File: src/verilog/i2c_slave_consts.vh
/*
 * Constants for the two-wire bus slave: register byte offsets, control and
 * status field positions, reset values and bus response codes.
 * Assumes it is included by bare name from the slave's design file.
 */
`ifndef I2C_SLAVE_CONSTS_VH
`define I2C_SLAVE_CONSTS_VH

// ----------------------------------------------------------------------
// register byte offsets on the AXI4-Lite bus
// ----------------------------------------------------------------------
`define OFS_RECEIVE_BUFFER 8'h00
`define OFS_TRANSMIT_HOLDING 8'h04
`define OFS_BAUD_RELOAD 8'h08
`define OFS_CONTROL_WORD 8'h0c
`define OFS_STATUS_WORD 8'h10
`define OFS_OWN_ADDRESS 8'h14

// ----------------------------------------------------------------------
// control_word fields
// ----------------------------------------------------------------------
`define CTL_MODULE_ENABLE 15
`define CTL_CLOCK_RELEASE 12
`define CTL_LONG_ADDRESS 10
`define CTL_STRETCH_ENABLE 6

// ----------------------------------------------------------------------
// status_word fields; bits below STS_RO_WIDTH are read-only
// ----------------------------------------------------------------------
`define STS_RO_WIDTH 6
`define STS_TX_FULL 0
`define STS_RX_FULL 1
`define STS_READ_DIR 2
`define STS_DATA_PHASE 3
`define STS_STOP_SEEN 4
`define STS_FULL_MATCH 5
`define STS_OVERFLOW 6

// ----------------------------------------------------------------------
// reset values, address prefix, bus responses
// ----------------------------------------------------------------------
`define CONTROL_RESET 16'h1000
`define STATUS_HI_RESET 10'h000
`define BAUD_RESET 9'h000
`define OWN_ADDRESS_RESET 10'h000
`define TEN_BIT_PREFIX 5'h1e
`define RESP_OKAY 2'h0
`define RESP_SLVERR 2'h2

`endif

File: src/verilog/i2c_slave.v
/*
 * Two-wire bus slave with 7-bit and 10-bit addressing, a double-buffered
 * receiver, a single transmit holding register and an AXI4-Lite register
 * port. Assumes an external master drives SCL, open-drain pins with an
 * external pull-up, and SCL slow enough to be sampled by the 100 MHz clock.
 */
// Chosen here: the register addresses and the AXI4-Lite slave port.
`timescale 1ns/10ps
`default_nettype none
`include "i2c_slave_consts.vh"

// Operation
// - status low six bits read-only, upper bits writable; control writable, but clock release only clears under stretch enable
// - completed byte moves from shifter to receive buffer with an event
// - transmit path has one holding register, no second stage
// - after repeated start in 10-bit mode a read after full match compares only the high part
// - own address register is 10 bits and holds the whole address
// - long address select clear: compare only seven low address bits
// - 7-bit space: general call, reserved, ordinary, 10-bit prefix 11110xx
// - when enabled, idle until start, then shift 8 bits and compare
// - 7-bit mode: address bits 6..0 against shifter 7..1, bit 0 direction
// - every incoming bit is sampled on the rising SCL edge
// - address match: acknowledge, event on ninth falling edge, buffer untouched
// - read direction: acknowledge, hold SCL until data loaded and released
// - transmit data changes on falling SCL edges, or at a stretched load while SCL is held low
// - transmit event on every ninth falling edge, acknowledged or not
// - write direction: store byte only if buffer empty and no overflow
// - buffer still full: no acknowledge, buffer kept, event still pulsed
// - overflow set with buffer empty: not-acknowledge until software clears it
// - 10-bit high byte 11110 plus address 9..8, write: event, clear match
// - second byte against address 7..0: event and set full match
// - after full match, repeated start with read begins slave transmit
// - transmit stretches after ninth clock when holding register empty, unless the master did not acknowledge
module i2c_slave (
	input wire clock,
	input wire rst,
	input wire [7:0] s_axi_awaddr,
	input wire s_axi_awvalid,
	output reg s_axi_awready,
	input wire [31:0] s_axi_wdata,
	input wire [3:0] s_axi_wstrb,
	input wire s_axi_wvalid,
	output reg s_axi_wready,
	output reg [1:0] s_axi_bresp,
	output reg s_axi_bvalid,
	input wire s_axi_bready,
	input wire [7:0] s_axi_araddr,
	input wire s_axi_arvalid,
	output reg s_axi_arready,
	output reg [31:0] s_axi_rdata,
	output reg [1:0] s_axi_rresp,
	output reg s_axi_rvalid,
	input wire s_axi_rready,
	input wire sclIn,
	output reg sclOut,
	output reg sclOeN,
	input wire sdaIn,
	output reg sdaOut,
	output reg sdaOeN,
	output reg slaveEvent
);

	// ------------------------------------------------------------------
	// protocol states
	// ------------------------------------------------------------------
	localparam [2:0] ST_IDLE = 3'h0;
	localparam [2:0] ST_ADDR = 3'h1;
	localparam [2:0] ST_ADDR_LOW = 3'h2;
	localparam [2:0] ST_RECEIVE = 3'h3;
	localparam [2:0] ST_TRANSMIT = 3'h4;
	localparam [2:0] ST_WAIT = 3'h5;

	// ------------------------------------------------------------------
	// declarations
	// ------------------------------------------------------------------
	reg sclSync1_reg, sclSync2_reg, sclPrev_reg;
	reg sdaSync1_reg, sdaSync2_reg, sdaPrev_reg;
	reg [2:0] state_reg;
	reg [3:0] bitCount_reg;
	reg [7:0] receiveShifter_reg;
	reg [7:0] receiveBuffer_reg;
	reg [7:0] transmitHolding_reg;
	reg [8:0] baudReload_reg;
	reg [15:0] controlWord_reg;
	reg [15:6] statusHigh_reg;
	reg [9:0] ownSlaveAddress_reg;
	reg transmitFull_reg, receiveFull_reg, readDir_reg, dataPhase_reg;
	reg stopSeen_reg, tenBitFullMatch_reg, needLoad_reg, sdaLow_reg, masterAck_reg;
	reg releaseHold_reg;
	reg awHave_reg, wHave_reg;
	reg [7:0] awAddr_reg;
	reg [31:0] wData_reg;
	reg [3:0] wStrb_reg;
	wire sclRise, sclFall, startCond, stopCond;
	wire moduleEnable, longAddress, stretchEnable, clockRelease;
	wire match7, matchHigh, matchLow, addrAck;
	wire [15:0] wMask;
	wire [15:0] statusWord;
	reg [31:0] readMux;
	reg readHit;

	// ------------------------------------------------------------------
	// pin synchronisers and edge detection
	// ------------------------------------------------------------------
	// two flops before any logic reads the pins; edges come from the second
	always @(posedge clock or posedge rst) begin
		if (rst) begin
			sclSync1_reg <= 1'b1;
			sclSync2_reg <= 1'b1;
			sclPrev_reg <= 1'b1;
			sdaSync1_reg <= 1'b1;
			sdaSync2_reg <= 1'b1;
			sdaPrev_reg <= 1'b1;
		end else begin
			sclSync1_reg <= sclIn;
			sclSync2_reg <= sclSync1_reg;
			sclPrev_reg <= sclSync2_reg;
			sdaSync1_reg <= sdaIn;
			sdaSync2_reg <= sdaSync1_reg;
			sdaPrev_reg <= sdaSync2_reg;
		end
	end

	assign sclRise = sclSync2_reg & ~sclPrev_reg;
	assign sclFall = ~sclSync2_reg & sclPrev_reg;
	// start and stop are SDA edges while SCL stays high
	assign startCond = sclSync2_reg & sclPrev_reg & sdaPrev_reg & ~sdaSync2_reg;
	assign stopCond = sclSync2_reg & sclPrev_reg & ~sdaPrev_reg & sdaSync2_reg;

	// ------------------------------------------------------------------
	// control fields and address comparators
	// ------------------------------------------------------------------
	assign moduleEnable = controlWord_reg[`CTL_MODULE_ENABLE];
	assign longAddress = controlWord_reg[`CTL_LONG_ADDRESS];
	assign stretchEnable = controlWord_reg[`CTL_STRETCH_ENABLE];
	assign clockRelease = controlWord_reg[`CTL_CLOCK_RELEASE];
	assign match7 = ~longAddress & (receiveShifter_reg[7:1] == ownSlaveAddress_reg[6:0]);
	assign matchHigh = longAddress & (receiveShifter_reg[7:3] == `TEN_BIT_PREFIX) &
		(receiveShifter_reg[2:1] == ownSlaveAddress_reg[9:8]);
	assign matchLow = receiveShifter_reg == ownSlaveAddress_reg[7:0];
	// read after full match needs only the high part
	assign addrAck = match7 | (matchHigh & (~receiveShifter_reg[0] | tenBitFullMatch_reg));

	// byte lanes for the 16-bit registers; upper lanes hold nothing
	assign wMask = {{8{wStrb_reg[1]}}, {8{wStrb_reg[0]}}};
	assign statusWord = {statusHigh_reg, tenBitFullMatch_reg, stopSeen_reg, dataPhase_reg,
		readDir_reg, receiveFull_reg, transmitFull_reg};

	// ------------------------------------------------------------------
	// read data multiplexer
	// ------------------------------------------------------------------
	// narrower registers sit in the low bits, the rest reads zero
	always @* begin
		readMux = 32'h0000_0000;
		readHit = 1'b1;
		case (s_axi_araddr)
			`OFS_RECEIVE_BUFFER: readMux[7:0] = receiveBuffer_reg;
			`OFS_TRANSMIT_HOLDING: readMux[7:0] = transmitHolding_reg;
			`OFS_BAUD_RELOAD: readMux[8:0] = baudReload_reg;
			`OFS_CONTROL_WORD: readMux[15:0] = controlWord_reg;
			`OFS_STATUS_WORD: readMux[15:0] = statusWord;
			`OFS_OWN_ADDRESS: readMux[9:0] = ownSlaveAddress_reg;
			default: readHit = 1'b0;
		endcase
	end

	// ------------------------------------------------------------------
	// bus slave and protocol engine
	// ------------------------------------------------------------------
	// one process: the protocol part comes last so a hardware set wins
	// over a software clear landing in the same cycle
	always @(posedge clock or posedge rst) begin
		if (rst) begin
			s_axi_awready <= 1'b1;
			s_axi_wready <= 1'b1;
			s_axi_bvalid <= 1'b0;
			s_axi_bresp <= `RESP_OKAY;
			s_axi_arready <= 1'b1;
			s_axi_rvalid <= 1'b0;
			s_axi_rdata <= 32'h0000_0000;
			s_axi_rresp <= `RESP_OKAY;
			awHave_reg <= 1'b0;
			wHave_reg <= 1'b0;
			awAddr_reg <= 8'h00;
			wData_reg <= 32'h0000_0000;
			wStrb_reg <= 4'h0;
			state_reg <= ST_IDLE;
			bitCount_reg <= 4'h0;
			receiveShifter_reg <= 8'h00;
			receiveBuffer_reg <= 8'h00;
			transmitHolding_reg <= 8'h00;
			baudReload_reg <= `BAUD_RESET;
			controlWord_reg <= `CONTROL_RESET;
			statusHigh_reg <= `STATUS_HI_RESET;
			ownSlaveAddress_reg <= `OWN_ADDRESS_RESET;
			transmitFull_reg <= 1'b0;
			receiveFull_reg <= 1'b0;
			readDir_reg <= 1'b0;
			dataPhase_reg <= 1'b0;
			stopSeen_reg <= 1'b0;
			tenBitFullMatch_reg <= 1'b0;
			needLoad_reg <= 1'b0;
			sdaLow_reg <= 1'b0;
			masterAck_reg <= 1'b0;
			slaveEvent <= 1'b0;
		end else begin
			slaveEvent <= 1'b0;
			// write address and data are taken in either order
			if (s_axi_awready && s_axi_awvalid) begin
				awAddr_reg <= s_axi_awaddr;
				awHave_reg <= 1'b1;
				s_axi_awready <= 1'b0;
			end
			if (s_axi_wready && s_axi_wvalid) begin
				wData_reg <= s_axi_wdata;
				wStrb_reg <= s_axi_wstrb;
				wHave_reg <= 1'b1;
				s_axi_wready <= 1'b0;
			end
			if (s_axi_bvalid && s_axi_bready) begin
				s_axi_bvalid <= 1'b0;
				s_axi_awready <= 1'b1;
				s_axi_wready <= 1'b1;
			end
			// both halves present: commit the write and answer
			if (awHave_reg && wHave_reg) begin
				awHave_reg <= 1'b0;
				wHave_reg <= 1'b0;
				s_axi_bvalid <= 1'b1;
				s_axi_bresp <= `RESP_OKAY;
				case (awAddr_reg)
					`OFS_TRANSMIT_HOLDING: begin
						if (!transmitFull_reg && wStrb_reg[0]) begin
							transmitHolding_reg <= wData_reg[7:0];
							transmitFull_reg <= 1'b1;
						end
					end
					`OFS_BAUD_RELOAD: begin
						baudReload_reg <= (baudReload_reg & wMask[8:0]) ^ baudReload_reg |
							(wData_reg[8:0] & wMask[8:0]);
					end
					`OFS_CONTROL_WORD: begin
						controlWord_reg <= (controlWord_reg & ~wMask) | (wData_reg[15:0] & wMask);
						// releasing always works, holding only under stretch enable
						if (wStrb_reg[1] && !wData_reg[`CTL_CLOCK_RELEASE] && !stretchEnable)
							controlWord_reg[`CTL_CLOCK_RELEASE] <= clockRelease;
					end
					`OFS_STATUS_WORD: begin
						statusHigh_reg <= (statusHigh_reg & ~wMask[15:6]) |
							(wData_reg[15:6] & wMask[15:6]);
					end
					`OFS_OWN_ADDRESS: begin
						ownSlaveAddress_reg <= (ownSlaveAddress_reg & ~wMask[9:0]) |
							(wData_reg[9:0] & wMask[9:0]);
					end
					`OFS_RECEIVE_BUFFER: s_axi_bresp <= `RESP_OKAY;
					default: s_axi_bresp <= `RESP_SLVERR;
				endcase
			end
			// reads answer one cycle after the address is taken
			if (s_axi_arready && s_axi_arvalid) begin
				s_axi_arready <= 1'b0;
				s_axi_rvalid <= 1'b1;
				s_axi_rdata <= readMux;
				s_axi_rresp <= readHit ? `RESP_OKAY : `RESP_SLVERR;
				// reading the buffer empties it
				if (s_axi_araddr == `OFS_RECEIVE_BUFFER)
					receiveFull_reg <= 1'b0;
			end
			if (s_axi_rvalid && s_axi_rready) begin
				s_axi_rvalid <= 1'b0;
				s_axi_arready <= 1'b1;
			end

			// protocol engine
			if (!moduleEnable) begin
				state_reg <= ST_IDLE;
				sdaLow_reg <= 1'b0;
				needLoad_reg <= 1'b0;
			end else if (startCond) begin
				state_reg <= ST_ADDR;
				bitCount_reg <= 4'h0;
				sdaLow_reg <= 1'b0;
				needLoad_reg <= 1'b0;
				stopSeen_reg <= 1'b0;
				dataPhase_reg <= 1'b0;
			end else if (stopCond) begin
				state_reg <= ST_IDLE;
				sdaLow_reg <= 1'b0;
				needLoad_reg <= 1'b0;
				tenBitFullMatch_reg <= 1'b0;
				stopSeen_reg <= 1'b1;
			end else begin
				// stretched transmit resumes once data and release are both there
				if (needLoad_reg && transmitFull_reg && clockRelease) begin
					receiveShifter_reg <= transmitHolding_reg;
					transmitFull_reg <= 1'b0;
					sdaLow_reg <= ~transmitHolding_reg[7];
					needLoad_reg <= 1'b0;
				end
				if (sclRise) begin
					// data and address taken on rising edge
					if (state_reg == ST_TRANSMIT) begin
						if (bitCount_reg == 4'h8)
							masterAck_reg <= ~sdaSync2_reg;
						bitCount_reg <= bitCount_reg + 4'h1;
					end else if (state_reg == ST_ADDR || state_reg == ST_ADDR_LOW ||
						state_reg == ST_RECEIVE) begin
						if (bitCount_reg < 4'h8)
							receiveShifter_reg <= {receiveShifter_reg[6:0], sdaSync2_reg};
						bitCount_reg <= bitCount_reg + 4'h1;
					end
				end
				if (sclFall) begin
					case (state_reg)
						ST_ADDR: begin
							if (bitCount_reg == 4'h8) begin
								sdaLow_reg <= addrAck;
								readDir_reg <= receiveShifter_reg[0];
								if (!addrAck) begin
									state_reg <= ST_WAIT;
									if (longAddress)
										tenBitFullMatch_reg <= 1'b0;
								end
							end else if (bitCount_reg == 4'h9) begin
								// event on ninth falling edge, buffer untouched
								sdaLow_reg <= 1'b0;
								slaveEvent <= 1'b1;
								bitCount_reg <= 4'h0;
								if (longAddress && !readDir_reg) begin
									tenBitFullMatch_reg <= 1'b0;
									state_reg <= ST_ADDR_LOW;
								end else if (readDir_reg) begin
									state_reg <= ST_TRANSMIT;
									dataPhase_reg <= 1'b1;
									if (transmitFull_reg && clockRelease) begin
										receiveShifter_reg <= transmitHolding_reg;
										transmitFull_reg <= 1'b0;
										sdaLow_reg <= ~transmitHolding_reg[7];
									end else begin
										needLoad_reg <= 1'b1;
										controlWord_reg[`CTL_CLOCK_RELEASE] <= 1'b0;
									end
								end else begin
									state_reg <= ST_RECEIVE;
									dataPhase_reg <= 1'b1;
								end
							end
						end
						ST_ADDR_LOW: begin
							if (bitCount_reg == 4'h8) begin
								sdaLow_reg <= matchLow;
								if (!matchLow) begin
									tenBitFullMatch_reg <= 1'b0;
									state_reg <= ST_WAIT;
								end
							end else if (bitCount_reg == 4'h9) begin
								sdaLow_reg <= 1'b0;
								slaveEvent <= 1'b1;
								tenBitFullMatch_reg <= 1'b1;
								bitCount_reg <= 4'h0;
								state_reg <= ST_RECEIVE;
								dataPhase_reg <= 1'b1;
							end
						end
						ST_RECEIVE: begin
							if (bitCount_reg == 4'h8) begin
								if (!receiveFull_reg && !statusHigh_reg[`STS_OVERFLOW]) begin
									receiveBuffer_reg <= receiveShifter_reg;
									receiveFull_reg <= 1'b1;
									sdaLow_reg <= 1'b1;
								end else begin
									sdaLow_reg <= 1'b0;
									if (receiveFull_reg)
										statusHigh_reg[`STS_OVERFLOW] <= 1'b1;
								end
							end else if (bitCount_reg == 4'h9) begin
								sdaLow_reg <= 1'b0;
								slaveEvent <= 1'b1;
								bitCount_reg <= 4'h0;
								if (stretchEnable && receiveFull_reg)
									controlWord_reg[`CTL_CLOCK_RELEASE] <= 1'b0;
							end
						end
						ST_TRANSMIT: begin
							if (bitCount_reg >= 4'h1 && bitCount_reg <= 4'h7) begin
								receiveShifter_reg <= {receiveShifter_reg[6:0], 1'b0};
								sdaLow_reg <= ~receiveShifter_reg[6];
							end else if (bitCount_reg == 4'h8) begin
								sdaLow_reg <= 1'b0;
							end else if (bitCount_reg == 4'h9) begin
								slaveEvent <= 1'b1;
								bitCount_reg <= 4'h0;
								if (!masterAck_reg) begin
									state_reg <= ST_WAIT;
								end else if (transmitFull_reg && clockRelease) begin
									receiveShifter_reg <= transmitHolding_reg;
									transmitFull_reg <= 1'b0;
									sdaLow_reg <= ~transmitHolding_reg[7];
								end else begin
									needLoad_reg <= 1'b1;
									controlWord_reg[`CTL_CLOCK_RELEASE] <= 1'b0;
								end
							end
						end
						default: sdaLow_reg <= 1'b0;
					endcase
				end
			end
		end
	end

	// ------------------------------------------------------------------
	// open-drain pin drivers
	// ------------------------------------------------------------------
	// pull low only, release otherwise; SCL is only grabbed
	// while already low so the master's high time is never cut short
	always @(posedge clock or posedge rst) begin
		if (rst) begin
			sclOut <= 1'b0;
			sdaOut <= 1'b0;
			sclOeN <= 1'b1;
			sdaOeN <= 1'b1;
			releaseHold_reg <= 1'b0;
		end else begin
			sclOut <= 1'b0;
			sdaOut <= 1'b0;
			// hold outlives the load by one cycle so the first data bit
			// is settled on SDA before SCL is let go
			releaseHold_reg <= needLoad_reg;
			sclOeN <= ~(moduleEnable & ~sclSync2_reg &
				(~clockRelease | needLoad_reg | releaseHold_reg));
			sdaOeN <= ~(moduleEnable & sdaLow_reg);
		end
	end

endmodule // i2c_slave

`default_nettype wire

File: config.mk
export PLATFORM = sky130hd
export DESIGN_NAME = i2c_slave
export DESIGN_NICKNAME = d
export VERILOG_FILES = /design/src/verilog/i2c_slave.v
export VERILOG_INCLUDE_DIRS = /design/src /design/src/verilog
export SDC_FILE = /design/constraint.sdc
export NUM_CORES = 1
export LEC_CHECK = 0
export ABC_AREA = 1
export BUFFER_PORTS_ARGS = -buffer_cell sky130_fd_sc_hd__buf_2
export CORE_ASPECT_RATIO = 1.4
export CORE_MARGIN = 3
export CORE_UTILIZATION = 45
export CTS_CLUSTER_SIZE = 14
export DETAILED_ROUTE_END_ITERATION = 8
export HOLD_SLACK_MARGIN = 0.12
export PLACE_DENSITY_LB_ADDON = 0.12
export SLEW_MARGIN = 15
export SYNTH_ARGS = -nofsm -noshare
export SYNTH_HDL_FRONTEND = slang
export SYNTH_SLANG_ARGS = --single-unit
File: constraint.sdc
create_clock -name clock -period 5.4 [get_ports clock]
set_input_delay 0.81 -clock clock [delete_from_list [all_inputs] [get_ports clock]]
set_output_delay 0.81 -clock clock [all_outputs]
set_load 0.05 [all_outputs]
==> impl_metrics.yaml <==
outcome:
  outcome: "complete, no violations"
worst_hold_path:
  hold_path_class: "reg2reg"
drt:
  viasPerCell: 5.24
  avgRoutedWirePerCell_um: 16.4
  routed_wirelength_um: 20100
  num_vias: 6427
  ant_nets: 0
  drc_errors: 0
  dr.pass1.iters: 6
  drt_iter0_drc: 430
sta:
  fin_setup_tns_ps: 0
  rsz0062_at_grt: "no"
  hold_viol: 0
  fin_crit_ps: 2560
  worstMarginPinSlew_ps: 991
  relSlewSlack_pct: 34.0
  fin_crit_sh_pct: 47.3
  fin_skew_ps: 13.3
  max_freq_ghz: 0.391
  finalSetupViolations: 0
  drv_slew: 0
clock_network:
  clk_latency_ps: 440
  cts_buffers: 17
  post_cts_buffers: 0
  clock_path_buffers: 2
  root_buffer: "clkbuf_16"
  hold_buffers: 0
  postCtsResizedCells: 0
  cts_tree: "yes"
  cts.sinks: 146
  h-tree-depth: 4
  path_clk_slew_ps: 60
layout:
  nets: 1082
  fin_cells: 1226
  antenna_cells: 0
  final_util_pct: 53.1
  syn2layout_area_growth_pct: 13.9
  drive_above_1_share_pct: 13.8
worst_setup_path:
  crit_path_end_kind: "register"
  worstPathMaxFanout: 18
  crit_type: "reg2reg"
  cp.required_ps: 5720
  arrival_ps: 2880
  startpoint_type: "register"
synth:
  netlist_instances: 949
  ys_seq_area_share_pct: 49.6
  ys_ff_latch: 146
  ys_types: 44
  syn-cell-area_um2: 7400
  yosysWarnings: 0
  avgSynthCellArea_um2: 7.80
global_route:
  grt_use_total_pct: 23.4
  grt_pass1_vias: 6516
  grt_max_degree: 111
  antenna_found_initial: 0
  grt_pass1_wl_um: 32700
  grt_overflow: 0
power_and_ir_drop:
  vdd_drop_max_mv: 0.270
  p_per_area_nw_per_um2: 451
  p_leak_uw: 0.00410
  total_power_uw: 3800
flow_run:
  maxCapViolCount: 0
place:
  placedCellCount: 1194
  post-dp-hpwl_um: 14700
  io_buffer_count: 68
  place_congestion: 0.898
die:
  initial_utilization_pct: 46.6
  dieArea_um2: 18000
  coreArea_um2: 15900
  pin_count: 107
  die_x_um: 114
  rows: 54
  die_h_um: 158
## where the power goes
group          switching (uW)  internal (uW)  leakage (uW)
sequential                192           1360       0.00191
combinational             760            297       0.00191
clock                     490            702      0.000288
total                    1440           2360       0.00410
## Yosys cell counts
| cell type | count | area share (%) |
|---|---|---|
| nor2_4 | 1 | 0.15 |
| inv_1 | 109 | 5.5 |
| o21ai_0 | 124 | 8.4 |
| dfrtp_1 | 134 | 45 |
| a21oi_1 | 26 | 1.8 |
| xnor2_1 | 2 | 0.24 |
| nand2_1 | 307 | 16 |
| buf_4 | 20 | 2.0 |
| o211a_1 | 1 | 0.14 |
| or4_4 | 1 | 0.15 |
| o21a_1 | 1 | 0.10 |
| ha_1 | 4 | 0.68 |
| nand2_2 | 4 | 0.34 |
| conb_1 | 1 | 0.051 |
| buf_2 | 3 | 0.20 |
| a31o_2 | 1 | 0.12 |
| o211ai_1 | 10 | 1.0 |
| o21ai_1 | 1 | 0.068 |
| clkbuf_1 | 15 | 0.76 |
| nor2_2 | 3 | 0.25 |
| o22ai_1 | 3 | 0.25 |
| nor3_1 | 11 | 0.74 |
| inv_2 | 1 | 0.051 |
| nand3_2 | 3 | 0.41 |
| or2_4 | 1 | 0.12 |
| a31oi_1 | 9 | 0.76 |
| nor4_1 | 1 | 0.085 |
| nand3_1 | 44 | 3.0 |
| buf_6 | 2 | 0.30 |
| a41oi_1 | 4 | 0.47 |
| a21boi_1 | 5 | 0.51 |
| nor3_2 | 2 | 0.27 |
| xor2_1 | 1 | 0.12 |
| nor2_1 | 51 | 2.6 |
| dfstp_2 | 12 | 4.3 |
| o41ai_1 | 1 | 0.12 |
| a22oi_1 | 2 | 0.20 |
| a21boi_0 | 2 | 0.20 |
| o2111ai_1 | 3 | 0.36 |
| o21ai_2 | 8 | 0.95 |
| nand4_1 | 9 | 0.76 |
| mux2_2 | 1 | 0.15 |
| clkinv_1 | 3 | 0.15 |
| nor4_2 | 2 | 0.34 |
## cell families after synthesis
family,count (synthesis),synth area share [%]
AND/OR/NAND/NOR,440,24.8
AO/OA/AOI/OAI,201,15.4
buffers and inverters,153,9.03
flip-flops,146,49.6
adder cells (fa/ha/maj),4,0.676
XOR/XNOR,3,0.355
other,1,0.0507
multiplexers,1,0.152
## routing by layer
metal	share of wire, %	wire length (um)	global-route usage [%]
met5	0	0	0
met4	2.8	569	9.22
met3	4.5	897	4.32
met2	52	10400	41.1
met1	41	8180	28.3
## area by class of cell
class	count	area (um^2)
Sequential cell	146	3670
Inverter	113	429
Multi-Input combinational cell	669	3130
Fill cell	1578	7450
Clock buffer	19	443
Clock inverter	13	151
Tap cell	196	245
Timing Repair Buffer	70	355
## worst max-delay path, stage by stage (launching register included)
cell and delay, ps:
dfstp_2 540, inv_1 60, nor2_2 660, nand2_1 230, a21oi_1 170, o211ai_1 390, nand2_1 170, nand3_1 90
o21ai_0 70, inv_1 60
## worst paths after layout
| check | slack (ps) | end | startpoint | cells past startpoint |
|---|---|---|---|---|
| min in group asynchronous | 580 | wData_reg[3] | rst | 2 |
| max reg2reg | 2840 | receiveShifter_reg[1] | sclPrev_reg | 9 |
| max | 2840 | receiveShifter_reg[1] | sclPrev_reg | 9 |
| max in group asynchronous | 3720 | sclPrev_reg | rst | 3 |
| min | 360 | sclSync2_reg | sclSync1_reg | 0 |
| min reg2reg | 360 | sclSync2_reg | sclSync1_reg | 0 |
## placed cells by master, fill, tap and decap left out, drive strengths merged, types with 9 or more instances in the layout
master and instances:
nor3 13, nand2 311, nand3 47, clkbuf 19, a21oi 26, conb 20, o211ai 10, nor2 55
a31oi 9, buf 70, inv 115, dfstp 12, dfrtp 134, nand4 9, o21ai 133
## stage by stage
step | hold slack [ps] | instance area, um^2 | setup slack (ps)
after global routing | 360 | 8430 | 2680
after detailed placement | 348 | 7830 | 2450
after CTS | 360 | 8430 | 2890
after global placement | 353 | 7830 | 2500
after floorplan | 345 | 7470 | 687
final | 357 | 8430 | 2840
Note: power is estimated with default switching activity, not from simulation.
